[src/gpc_defs.vh]
/*
 Constants for the receiver power-state sequencer: clock period,
 timing figures in their printed units and derived cycle counts.
 Assumes a 10 MHz reference clock (100 ns period).
*/
`ifndef GPC_DEFS_VH
`define GPC_DEFS_VH

// ----------------------------------------
// Clock
// ----------------------------------------
`define GPC_CLK_PERIOD_NS 100

// ----------------------------------------
// Timing figures, printed units
// ----------------------------------------
`define GPC_SHUTDOWN_MAX_MS 1000
`define GPC_PPS_MIN_NS 620
`define GPC_PPS_MAX_NS 710
`define GPC_TIME_MSG_MS 300
`define GPC_PTF_SLEEP_S 7200
`define GPC_SECOND_NS 1000000000
`define GPC_HIB_DELAY_MS 10

// ----------------------------------------
// Derived cycle counts
// ----------------------------------------
`define GPC_SECOND_CYC (`GPC_SECOND_NS / `GPC_CLK_PERIOD_NS)
// Least time, rounded up
`define GPC_PPS_DLY_CYC ((`GPC_PPS_MIN_NS + `GPC_CLK_PERIOD_NS - 1) / `GPC_CLK_PERIOD_NS)
// Longest time, rounded down, less one cycle
`define GPC_SHUT_CYC ((`GPC_SHUTDOWN_MAX_MS * 1000000 / `GPC_CLK_PERIOD_NS) - 1)
`define GPC_MSG_DLY_CYC (`GPC_TIME_MSG_MS * 1000000 / `GPC_CLK_PERIOD_NS)
`define GPC_HIB_DLY_CYC (`GPC_HIB_DELAY_MS * 1000000 / `GPC_CLK_PERIOD_NS)
// Push-to-fix sleep in seconds
`define GPC_PTF_SEC `GPC_PTF_SLEEP_S

// ----------------------------------------
// Update rate divisors (second ticks split)
// ----------------------------------------
`define GPC_RATE_1HZ 1
`define GPC_RATE_5HZ 5

`endif

[src/gpc_power_ctrl.v]
/*
 Power-state sequencer of a satellite navigation receiver module, with the
 once-per-second pulse, time message strobe and navigation update strobe.
 Assumes all inputs synchronous to ref_clk; the message parser outside
 decodes serial commands into one-cycle command pulses.
*/
// Operation
// - Messages flow right after successful start
// - Toggle low or command begins shutdown
// - Shutdown completes within one second
// - Push-to-fix sleeps, wakes periodically to refresh (here it wakes once at the PTF_SEC-th second tick after entry and stays in run)
// - Hibernate after short delay on shutdown
// - Hibernate keeps clock and memory alive
// - Second pulse 620-710ns after second
// - Time messages about 300ms after pulse
// - Update rate 1Hz, 5Hz by command
`timescale 1ns/1ps
`include "gpc_defs.vh"

module gpc_power_ctrl #(
   parameter SECOND_CYC = `GPC_SECOND_CYC,
   parameter SHUT_CYC = `GPC_SHUT_CYC,
   parameter MSG_DLY_CYC = `GPC_MSG_DLY_CYC,
   parameter HIB_DLY_CYC = `GPC_HIB_DLY_CYC,
   parameter PTF_SEC = `GPC_PTF_SEC,
   parameter PPS_DLY_CYC = `GPC_PPS_DLY_CYC,
   parameter PULSE_CYC = 1000000
) (
   // Clock and reset
   input wire ref_clk,
   input wire reset_n,
   // Host toggle pin
   input wire power_toggle_in,
   // Decoded serial commands, one-cycle pulses
   input wire cmd_shutdown,
   input wire cmd_low_power,
   input wire cmd_push_to_fix,
   input wire cmd_rate_5hz_on,
   input wire cmd_rate_5hz_off,
   // Pins and status
   output reg wake_indicator_out,
   output reg second_pulse_out,
   output reg time_msg_strobe,
   output reg nav_update_strobe,
   output reg msg_enable,
   output reg rtc_run,
   output reg sram_retain,
   output reg [5:0] power_state
);

   // ----------------------------------------
   // States
   // ----------------------------------------
   localparam ST_OFF = 6'b00_0001;
   localparam ST_RUN = 6'b00_0010;
   localparam ST_SHUT = 6'b00_0100;
   localparam ST_HIB = 6'b00_1000;
   localparam ST_AWARE = 6'b01_0000;
   localparam ST_PTF = 6'b10_0000;

   reg [5:0] state_q;
   reg [5:0] state_d;
   reg tog_q;
   reg [31:0] tmr_q;
   reg [31:0] tmr_d;
   reg [31:0] sec_cnt_q;
   reg [31:0] ptf_sec_q;
   reg [31:0] pps_cnt_q;
   reg [31:0] msg_cnt_q;
   reg rate5_q;
   reg [2:0] sub_q;

   wire rise = power_toggle_in & ~tog_q;
   wire fall = ~power_toggle_in & tog_q;
   wire running = state_q == ST_RUN;
   wire sec_tick = running && (sec_cnt_q == SECOND_CYC - 1);
   wire ptf_due = (state_q == ST_PTF) && (ptf_sec_q >= PTF_SEC - 1) && (sec_cnt_q == SECOND_CYC - 1);
   // Fifth of a second for the fast update rate
   wire fifth_tick = running && (sec_cnt_q % (SECOND_CYC / 5) == (SECOND_CYC / 5) - 1);

   // ----------------------------------------
   // Next state
   // ----------------------------------------
   always @* begin
      state_d = state_q;
      tmr_d = tmr_q;
      case (state_q)
         ST_OFF, ST_HIB: begin
            if (rise) begin
               state_d = ST_RUN;
               tmr_d = 32'h0000_0000;
            end
         end
         ST_RUN: begin
            if (fall || cmd_shutdown) begin
               state_d = ST_SHUT;
               tmr_d = 32'h0000_0000;
            end else if (cmd_low_power) begin
               state_d = ST_AWARE;
            end else if (cmd_push_to_fix) begin
               state_d = ST_PTF;
            end
         end
         ST_SHUT: begin
            // Short delay then hibernate, never later than the limit
            if (tmr_q >= HIB_DLY_CYC - 1 || tmr_q >= SHUT_CYC - 1) begin
               state_d = ST_HIB;
            end else begin
               tmr_d = tmr_q + 32'h0000_0001;
            end
         end
         ST_AWARE: begin
            if (rise) begin
               state_d = ST_RUN;
            end
         end
         ST_PTF: begin
            if (rise || ptf_due) begin
               state_d = ST_RUN;
            end
         end
         default: state_d = ST_OFF;
      endcase
   end

   // ----------------------------------------
   // State, second base and push-to-fix timer
   // ----------------------------------------
   always @(posedge ref_clk or negedge reset_n) begin
      if (!reset_n) begin
         state_q <= ST_OFF;
         tmr_q <= 32'h0000_0000;
         tog_q <= 1'b0;
         sec_cnt_q <= 32'h0000_0000;
         ptf_sec_q <= 32'h0000_0000;
      end else begin
         state_q <= state_d;
         tmr_q <= tmr_d;
         tog_q <= power_toggle_in;
         // Second base keeps running in the aware and push-to-fix modes so the refresh stays periodic; off and hibernate clear it
         if (sec_cnt_q == SECOND_CYC - 1) begin
            sec_cnt_q <= 32'h0000_0000;
         end else if (state_q == ST_OFF || state_q == ST_HIB) begin
            sec_cnt_q <= 32'h0000_0000;
         end else begin
            sec_cnt_q <= sec_cnt_q + 32'h0000_0001;
         end
         if (state_q != ST_PTF) begin
            ptf_sec_q <= 32'h0000_0000;
         end else if (sec_cnt_q == SECOND_CYC - 1) begin
            ptf_sec_q <= ptf_sec_q + 32'h0000_0001;
         end
      end
   end

   // ----------------------------------------
   // Second pulse and time message strobe
   // ----------------------------------------
   always @(posedge ref_clk or negedge reset_n) begin
      if (!reset_n) begin
         pps_cnt_q <= 32'h0000_0000;
         msg_cnt_q <= 32'h0000_0000;
         second_pulse_out <= 1'b0;
         time_msg_strobe <= 1'b0;
      end else begin
         time_msg_strobe <= 1'b0;
         // Delay after the second edge, then hold high for a fixed width
         if (sec_tick) begin
            pps_cnt_q <= 32'h0000_0001;
         end else if (pps_cnt_q != 32'h0000_0000) begin
            pps_cnt_q <= (pps_cnt_q >= PPS_DLY_CYC + PULSE_CYC) ? 32'h0000_0000 : pps_cnt_q + 32'h0000_0001;
         end
         // A started pulse runs its full width even past a mode change, so no runt pulse reaches the pin
         second_pulse_out <= pps_cnt_q >= PPS_DLY_CYC;
         // Time message follows the pulse rise
         if (pps_cnt_q == PPS_DLY_CYC) begin
            msg_cnt_q <= 32'h0000_0001;
         end else if (msg_cnt_q != 32'h0000_0000) begin
            if (msg_cnt_q == MSG_DLY_CYC) begin
               msg_cnt_q <= 32'h0000_0000;
               time_msg_strobe <= running;
            end else begin
               msg_cnt_q <= msg_cnt_q + 32'h0000_0001;
            end
         end
      end
   end

   // ----------------------------------------
   // Update rate and status outputs
   // ----------------------------------------
   always @(posedge ref_clk or negedge reset_n) begin
      if (!reset_n) begin
         rate5_q <= 1'b0;
         sub_q <= 3'b000;
         nav_update_strobe <= 1'b0;
         wake_indicator_out <= 1'b0;
         msg_enable <= 1'b0;
         rtc_run <= 1'b0;
         sram_retain <= 1'b0;
         power_state <= ST_OFF;
      end else begin
         if (cmd_rate_5hz_on) begin
            rate5_q <= 1'b1;
         end else if (cmd_rate_5hz_off) begin
            rate5_q <= 1'b0;
         end
         nav_update_strobe <= rate5_q ? fifth_tick : sec_tick;
         wake_indicator_out <= state_d == ST_RUN;
         msg_enable <= state_d == ST_RUN;
         // Clock and backed memory stay alive in every powered state
         rtc_run <= state_d != ST_OFF;
         sram_retain <= state_d != ST_OFF;
         power_state <= state_d;
      end
   end

endmodule // gpc_power_ctrl

[config.mk]
export PLATFORM = sky130hd
export DESIGN_NAME = gpc_power_ctrl
export DESIGN_NICKNAME = d
export VERILOG_FILES = /design/src/gpc_power_ctrl.v
export VERILOG_INCLUDE_DIRS = /design/src
export SDC_FILE = /design/constraint.sdc
export NUM_CORES = 1
export LEC_CHECK = 0
export BUFFER_PORTS_ARGS = -buffer_cell sky130_fd_sc_hd__clkbuf_2
export CORE_ASPECT_RATIO = 0.6
export CORE_UTILIZATION = 57
export CTS_CLUSTER_SIZE = 25
export DETAILED_ROUTE_END_ITERATION = 6
export GPL_TIMING_DRIVEN = 1
export PLACE_DENSITY = 0.74
export SLEW_MARGIN = 40
export SYNTH_ARGS = -nofsm -noshare
export SYNTH_HDL_FRONTEND = slang
export SYNTH_SLANG_ARGS = --single-unit
[constraint.sdc]
create_clock -name ref_clk -period 17.95 [get_ports ref_clk]
set_input_delay 3.59 -clock ref_clk [delete_from_list [all_inputs] [get_ports ref_clk]]
set_output_delay 3.59 -clock ref_clk [all_outputs]
set_load 0.005 [all_outputs]
=== After elaboration in Yosys (flattened, before gate mapping) ===
Cells that the tools add are included.

* Bits in registers: 173
* Bits in latches: 0
* RAM bits: 0
* Memory bits (read-only): 0
* Input bits: 8
* Output and inout port bits: 13
* Memories kept: 0

* Add/sub/neg operators: 5
* $mul: 0
* Divide/modulo/power cells: 1
* Magnitude comparators: 5
* Equality and inequality tests: 16
* Shift-type cells: 0
* Muxes and demuxes: 27
* Bitwise operators: 4
* Reduce and logical (&&, ||, !) cells: 18

{| class="wikitable"
|+ Operators with widths
! cell !! number
|-
| 32-bit two-way mux || 13
|-
| 32-bit by 1-bit adder with 32-bit output, second input constant || 5
|-
| 32-bit case mux with 3 select lines || 1
|-
| 32-bit nonzero test || 2
|-
| 6-bit two-way mux || 6
|-
| 32-bit by 21-bit == test with 1-bit output, second input constant || 1
|-
| 32-bit by 22-bit == test with 1-bit output, second input constant || 1
|-
| 32-bit by 24-bit == test with 1-bit output, second input constant || 1
|-
| 32-bit by 3-bit == test with 1-bit output, second input constant || 1
|-
| 32-bit by 13-bit greater-or-equal comparator with 1-bit output, second input constant || 1
|-
| 32-bit by 17-bit greater-or-equal comparator with 1-bit output, second input constant || 1
|-
| 32-bit by 20-bit greater-or-equal comparator with 1-bit output, second input constant || 1
|-
| 32-bit by 24-bit greater-or-equal comparator with 1-bit output, second input constant || 1
|-
| 32-bit by 3-bit greater-or-equal comparator with 1-bit output, second input constant || 1
|-
| 32-bit by 21-bit modulo with 32-bit output, second input constant || 1
|-
| 6-bit case mux with 4 select lines || 1
|-
| 6-bit by 2-bit == test with 1-bit output, second input constant || 2
|-
| 2-bit nonzero test || 4
|-
| 6-bit by 1-bit == test with 1-bit output, second input constant || 1
|-
| 6-bit by 3-bit == test with 1-bit output, second input constant || 1
|-
| 6-bit by 4-bit == test with 1-bit output, second input constant || 1
|-
| 6-bit by 5-bit == test with 1-bit output, second input constant || 1
|-
| 6-bit == test, second input constant || 1
|-
| 1-bit two-way mux || 6
|-
| other kinds (12) || 21
|}

=== Logic depth before layout (Yosys ltp) ===
* Depth in word-level cells: 7
* Mapped depth: 55
* Depth with buffers taken out: 44

=== Worst setup path before layout ===
No wires, ideal clock.

* Kind: register -> register
* Start point: reg sec_cnt_q[24]
* End point: reg nav_update_strobe
* Library setup time: 0.120 ns
* Arrival time: 12.710 ns
* Data required time: 17.830 ns
* Slack: 5.120 ns
* Cell stages (with the launch flop): 52
* Buffers on the path: 9
* Cells stage by stage: dfrtp_1 > buf_4 > or3_4 > or3_1 > a32o_2 > a211oi_2 > o22ai_2 > a211o_1 > a211o_1 > buf_6 > or3_1 > and3_1 > buf_6 > a41o_1 > buf_2 > a2111oi_2 > o22ai_1 > a21o_1 > [... 16 more ...] > a21oi_1 > or4_1 > and2_1 > clkbuf_2 > a211o_1 > a221oi_2 > mux2i_1 > nor4b_1 > or2_0 > buf_2 > and2_4 > a32oi_1 > xnor2_1 > a2111oi_2 > and3b_1 > a31oi_1 > o221ai_1 > a41o_1

* Word-level cells in the longest chain between the ends: 4

{| class="wikitable"
|+ RTL lines
! element !! line !! text
|-
| from (decl) || gpc_power_ctrl.v:66 || <nowiki>reg [31:0] sec_cnt_q;</nowiki>
|-
| from (signal assigned) || gpc_power_ctrl.v:146 || <nowiki>sec_cnt_q <= sec_cnt_q + 32'h0000_0001;</nowiki>
|-
| 32-bit by 21-bit modulo with 32-bit output || gpc_power_ctrl.v:79 || <nowiki>wire fifth_tick = running && (sec_cnt_q % (SECOND_CYC / 5) == (SECOND_CYC / 5) - 1);</nowiki>
|-
| 32-bit by 21-bit == test with 1-bit output || gpc_power_ctrl.v:79 ||
|-
| 1-bit logical AND || gpc_power_ctrl.v:79 ||
|-
| 1-bit two-way mux (*) || gpc_power_ctrl.v:208 || <nowiki>nav_update_strobe <= rate5_q ? fifth_tick : sec_tick;</nowiki>
|-
| to (signal assigned) || gpc_power_ctrl.v:208 ||
|-
| to (decl) || gpc_power_ctrl.v:44 || <nowiki>output reg nav_update_strobe,</nowiki>
|}

Every way passes the cells marked *; elsewhere a longest branch is shown, timed or not.
A chain may end at the register's enable or synchronous reset.

=== Worst setup path in the final report ===
* Start point: reg sec_cnt_q[30]
* End point: reg nav_update_strobe

Same word-level chain as after synthesis.

==> results.md <==
Outcome:
- The run finished with clean final reports.

Global route:
- Global routing used 30.7% of the available tracks.
- The via count of the first global-routing pass came to 13200.
- Summed over all layers, the global routing overflow is 0.
- The first global-routing pass estimated 69.7 mm of wire.
- Global routing used 39.5% of the available met2 tracks.
- The number of antenna violations at the first check in global routing is 0.
- Entering global routing, the biggest net connects 98 pins.
- Global routing used 8.85% of the available met3 tracks.
- met1 is the most crowded layer.
- The met1 track demand over resource is 49.2%.

Critical path:
- The critical path endpoint category is a flip-flop.
- STA classifies the critical path startpoint as a flip-flop.
- At the worst endpoint, the arrival time is 16.67 ns.
- The data required time of the critical path is 18.26 ns.
- The category of the critical setup timing path is reg2reg.
- For this design, the slowest cell found on the critical path is sky130_fd_sc_hd__a21oi_2.
- The largest fanout on the critical path is 15.
- The longest individual stage delay on the worst path is 0.64 ns.

Floorplan:
- The initial utilization of the core area, before any placement, comes to 58.1%.
- The chip height is 129 um.
- After floorplanning, the core was divided into 46 placement rows.
- The die covers 27700 um2.
- The overall die width is 214 um.
- 21 I/O pins were placed.
- The region available for standard cell placement spans 26500 um2.

CTS:
- The number of gates resized after cts is 0.
- The buffer depth of the longest clock path is 2.
- CTS built an H-tree with a depth of 4.
- Clock-pin slew was measured on the worst setup and hold paths at 0.07 ns.
- The number of hold buffers added after CTS was 0.
- The clock tree from TritonCTS is yes.
- The number of clock buffers inserted by TritonCTS is 17.
- The clock root buffer master is sky130_fd_sc_hd__clkbuf_16.
- The number of buffers added for setup after CTS is 0.
- For this design, the sink count on the clock tree is 173.
- The later pin in the worst-skew pair is clocked with a latency of 0.44 ns.

Logic synthesis:
- The dominant combinational cell family by area after synthesis is simple AND/OR/NAND/NOR gates.
- For this run, the number of Yosys warnings is 0.
- The synthesized netlist devotes 0.862% of its cell area to adder and majority cells.
- The complex-gate fraction of the synthesized area is 24.3%.
- Multiplexer cells account for 2.24% of the synthesized area.
- The synthesized instance count is 1948.
- The summed instance area of the synthesized netlist is 15400 um2.
- Summing the areas of all and, or, nand and nor instances in the mapped netlist gives 30.8% of the synthesized area.
- In the synthesized netlist the async set-or-reset flop fraction comes to 100%.
- The number of flops mapped to enable cells by yosys is 0.
- Among all flip-flop cells after synthesis, the most frequent one is sky130_fd_sc_hd__dfrtp_1.
- The count of unique library cells instantiated by Yosys is 124.
- A synthesized cell averages 7.90 um2.
- The xor and xnor area share after synthesis is 9.72%.
- The sequential element share of the synthesized area is 28.1%.
- The number of register bits inferred by synthesis is 173.

Timing:
- Measured against its own limit, the worst slew margin works out to 43.9%.
- The final count of hold timing violations is 0.
- The worst clock skew on the final layout is 0.0121 ns.
- The setup-violating endpoint count in the final report is 0.
- The count of pins over their slew limit is 0.
- Setup repair after global routing left no endpoint under its margin.
- For the finished layout, the period the worst path requires is 16.36 ns.
- The final worst slack is 1.59 ns.
- The transition at the pin with the smallest max-transition slack is 0.836 ns.
- Final hold analysis gives a worst-case slack of 0.510 ns.
- The portion of the clock cycle consumed by the worst path in the final layout is 91.1%.
- Based on the critical path, the design can be clocked at up to 61.1 MHz.
- In the final timing run, aggregate negative setup slack is 0 ns.

Detailed routing:
- After detailed routing, the number of vias per cell comes to 6.58.
- The routed layout has 15100 vias.
- In the routed design, unresolved DRC markers number 0.
- The first detailed-routing pass took 6 iterations.
- After detailed routing, the total wire length is 43.1 mm.
- After detailed routing, the average wire length per cell comes to 18.8 um.
- The detail route stage leaves a number of antenna-violating nets equal to 0.
- The violation count after the first detailed-routing iteration is 1902.

Place:
- Counting tap cells, the placed design contains a total of 2261 instances.
- The minimum setup slack after placement is 1.72 ns.
- At the end of routability-driven placement, the weighted congestion stood at 0.987.
- The count of buffers inserted at the top-level ports is 20.
- The HPWL after detailed placement is 32.2 mm.

Cells and area:
- The library cells used most frequently in the layout, excluding fill and tap cells, are 281 x sky130_fd_sc_hd__nor2_1, 172 x sky130_fd_sc_hd__dfrtp_1, 168 x sky130_fd_sc_hd__nand2_1, 91 x sky130_fd_sc_hd__nand3_1, 83 x sky130_fd_sc_hd__a21oi_1.
- The leading cell type in the layout, fill and taps excluded is sky130_fd_sc_hd__nor2_1.
- The area growth from synthesis to final layout is 5.84%.
- Leaving out filler cells and counting taps, the final layout contains 2294.
- After the last flow step, the layout net total stands at 1938.
- The fraction of final layout cells sized beyond drive strength 1 is 8.22%.
- The antenna diode instance count is 0.
- The fill cell total of the finished layout is 2366.

Power:
- Summed over all cells, the static leakage comes to 6.40 nW.
- IR analysis of the VDD net gives a maximum drop of 0.0513 mV.
- For this design the ratio of total power to cell area is 53.8 nW/um2.

Worst hold path:
- The type of the worst min-delay path is reg2reg.

Job:
- The max-cap violation count is 0.
==> routing by layer <==
layer	vias up	part of all wire, %
met4	2	0.49
met2	644	38
met3	28	10
met5	-	0.21
li1	7234	-
met1	7197	51
==> final timing paths <==
kind / from / end / slack, ns / depth (start not counted)
worst max-delay path: sec_cnt_q[30] / nav_update_strobe / 1.59 / 42
worst min-delay path: tmr_q[31] / tmr_q[31] / 0.51 / 2
worst max register to register: sec_cnt_q[30] / nav_update_strobe / 1.59 / 42
worst min register to register: tmr_q[31] / tmr_q[31] / 0.51 / 2
max in group asynchronous: reset_n / pps_cnt_q[30] / 13.61 / 2
min in group asynchronous: reset_n / ptf_sec_q[26] / 3.17 / 1
==> worst max-delay path, delay by kind of cell (launching register included) <==
family / cells / cell delay (ns)
AND/OR/NAND/NOR: 12 / 4.31
XOR/XNOR: 3 / 1.16
multiplexers: 2 / 0.72
AO/OA/AOI/OAI: 25 / 9.37
flip-flops: 1 / 0.61
==> state kept, by name, summed over array words and instances, names as in the netlist <==
name               cells
time_msg_strobe        1
msg_cnt_q             32
tog_q                  1
nav_update_strobe      1
sec_cnt_q             32
second_pulse_out       1
power_state            6
msg_enable             1
pps_cnt_q             32
rate5_q                1
sram_retain            1
ptf_sec_q             32
tmr_q                 32
==> metrics by stage <==
stage / instance area [um2] / util (%) / power [mW]
CTS: 16200 / 61.4 / 0.882
detailed placement: 15700 / 59.2 / 0.521
global route: 16300 / 61.5 / 0.909
finish: 16300 / 61.5 / 0.876
floorplan: 15400 / - / 0.484
global placement: 15600 / 59.1 / 0.518
==> Yosys cell counts, types with 46 or more instances <==
master                     count  share of area, %
sky130_fd_sc_hd__a21oi_1      85               2.8
sky130_fd_sc_hd__and3_1       46               1.9
sky130_fd_sc_hd__clkbuf_1     46               1.1
sky130_fd_sc_hd__dfrtp_1     172                28
sky130_fd_sc_hd__nand2_1     168               4.1
sky130_fd_sc_hd__nand3_1      91               3.0
sky130_fd_sc_hd__nand4_1      46               1.9
sky130_fd_sc_hd__nor2_1      281               6.9
sky130_fd_sc_hd__nor3_1       63               2.0
sky130_fd_sc_hd__nor4_1       48               2.0
sky130_fd_sc_hd__o21ai_0      80               2.6
sky130_fd_sc_hd__xnor2_1      83               4.7
sky130_fd_sc_hd__xor2_1       81               4.6
==> cell families (layout without fill, tap and decap cells) <==
family | Yosys count | in the layout
multiplexers | 33 | 33
XOR/XNOR | 167 | 167
AND/OR/NAND/NOR | 933 | 933
buffers and inverters | 131 | 106
AO/OA/AOI/OAI | 499 | 499
adder cells (fa/ha/maj) | 11 | 11
flip-flops | 173 | 173
other | 1 | 12
==> where the power goes <==
part           internal (mW)  switching, mW
combinational         0.0287         0.0702
clock                  0.193          0.169
sequential             0.402         0.0141
==> layout make-up <==
cell class / count / area, um2 / area share, %
Clock buffer: 21 / 470 / 2.89
Clock inverter: 11 / 104 / 0.638
Inverter: 43 / 161 / 0.991
Multi-Input combinational cell: 1655 / 10600 / 64.9
Sequential cell: 173 / 4330 / 26.6
Tap cell: 360 / 450 / 2.77
Timing Repair Buffer: 31 / 196 / 1.21
Note: power is estimated with default switching activity, not from simulation.
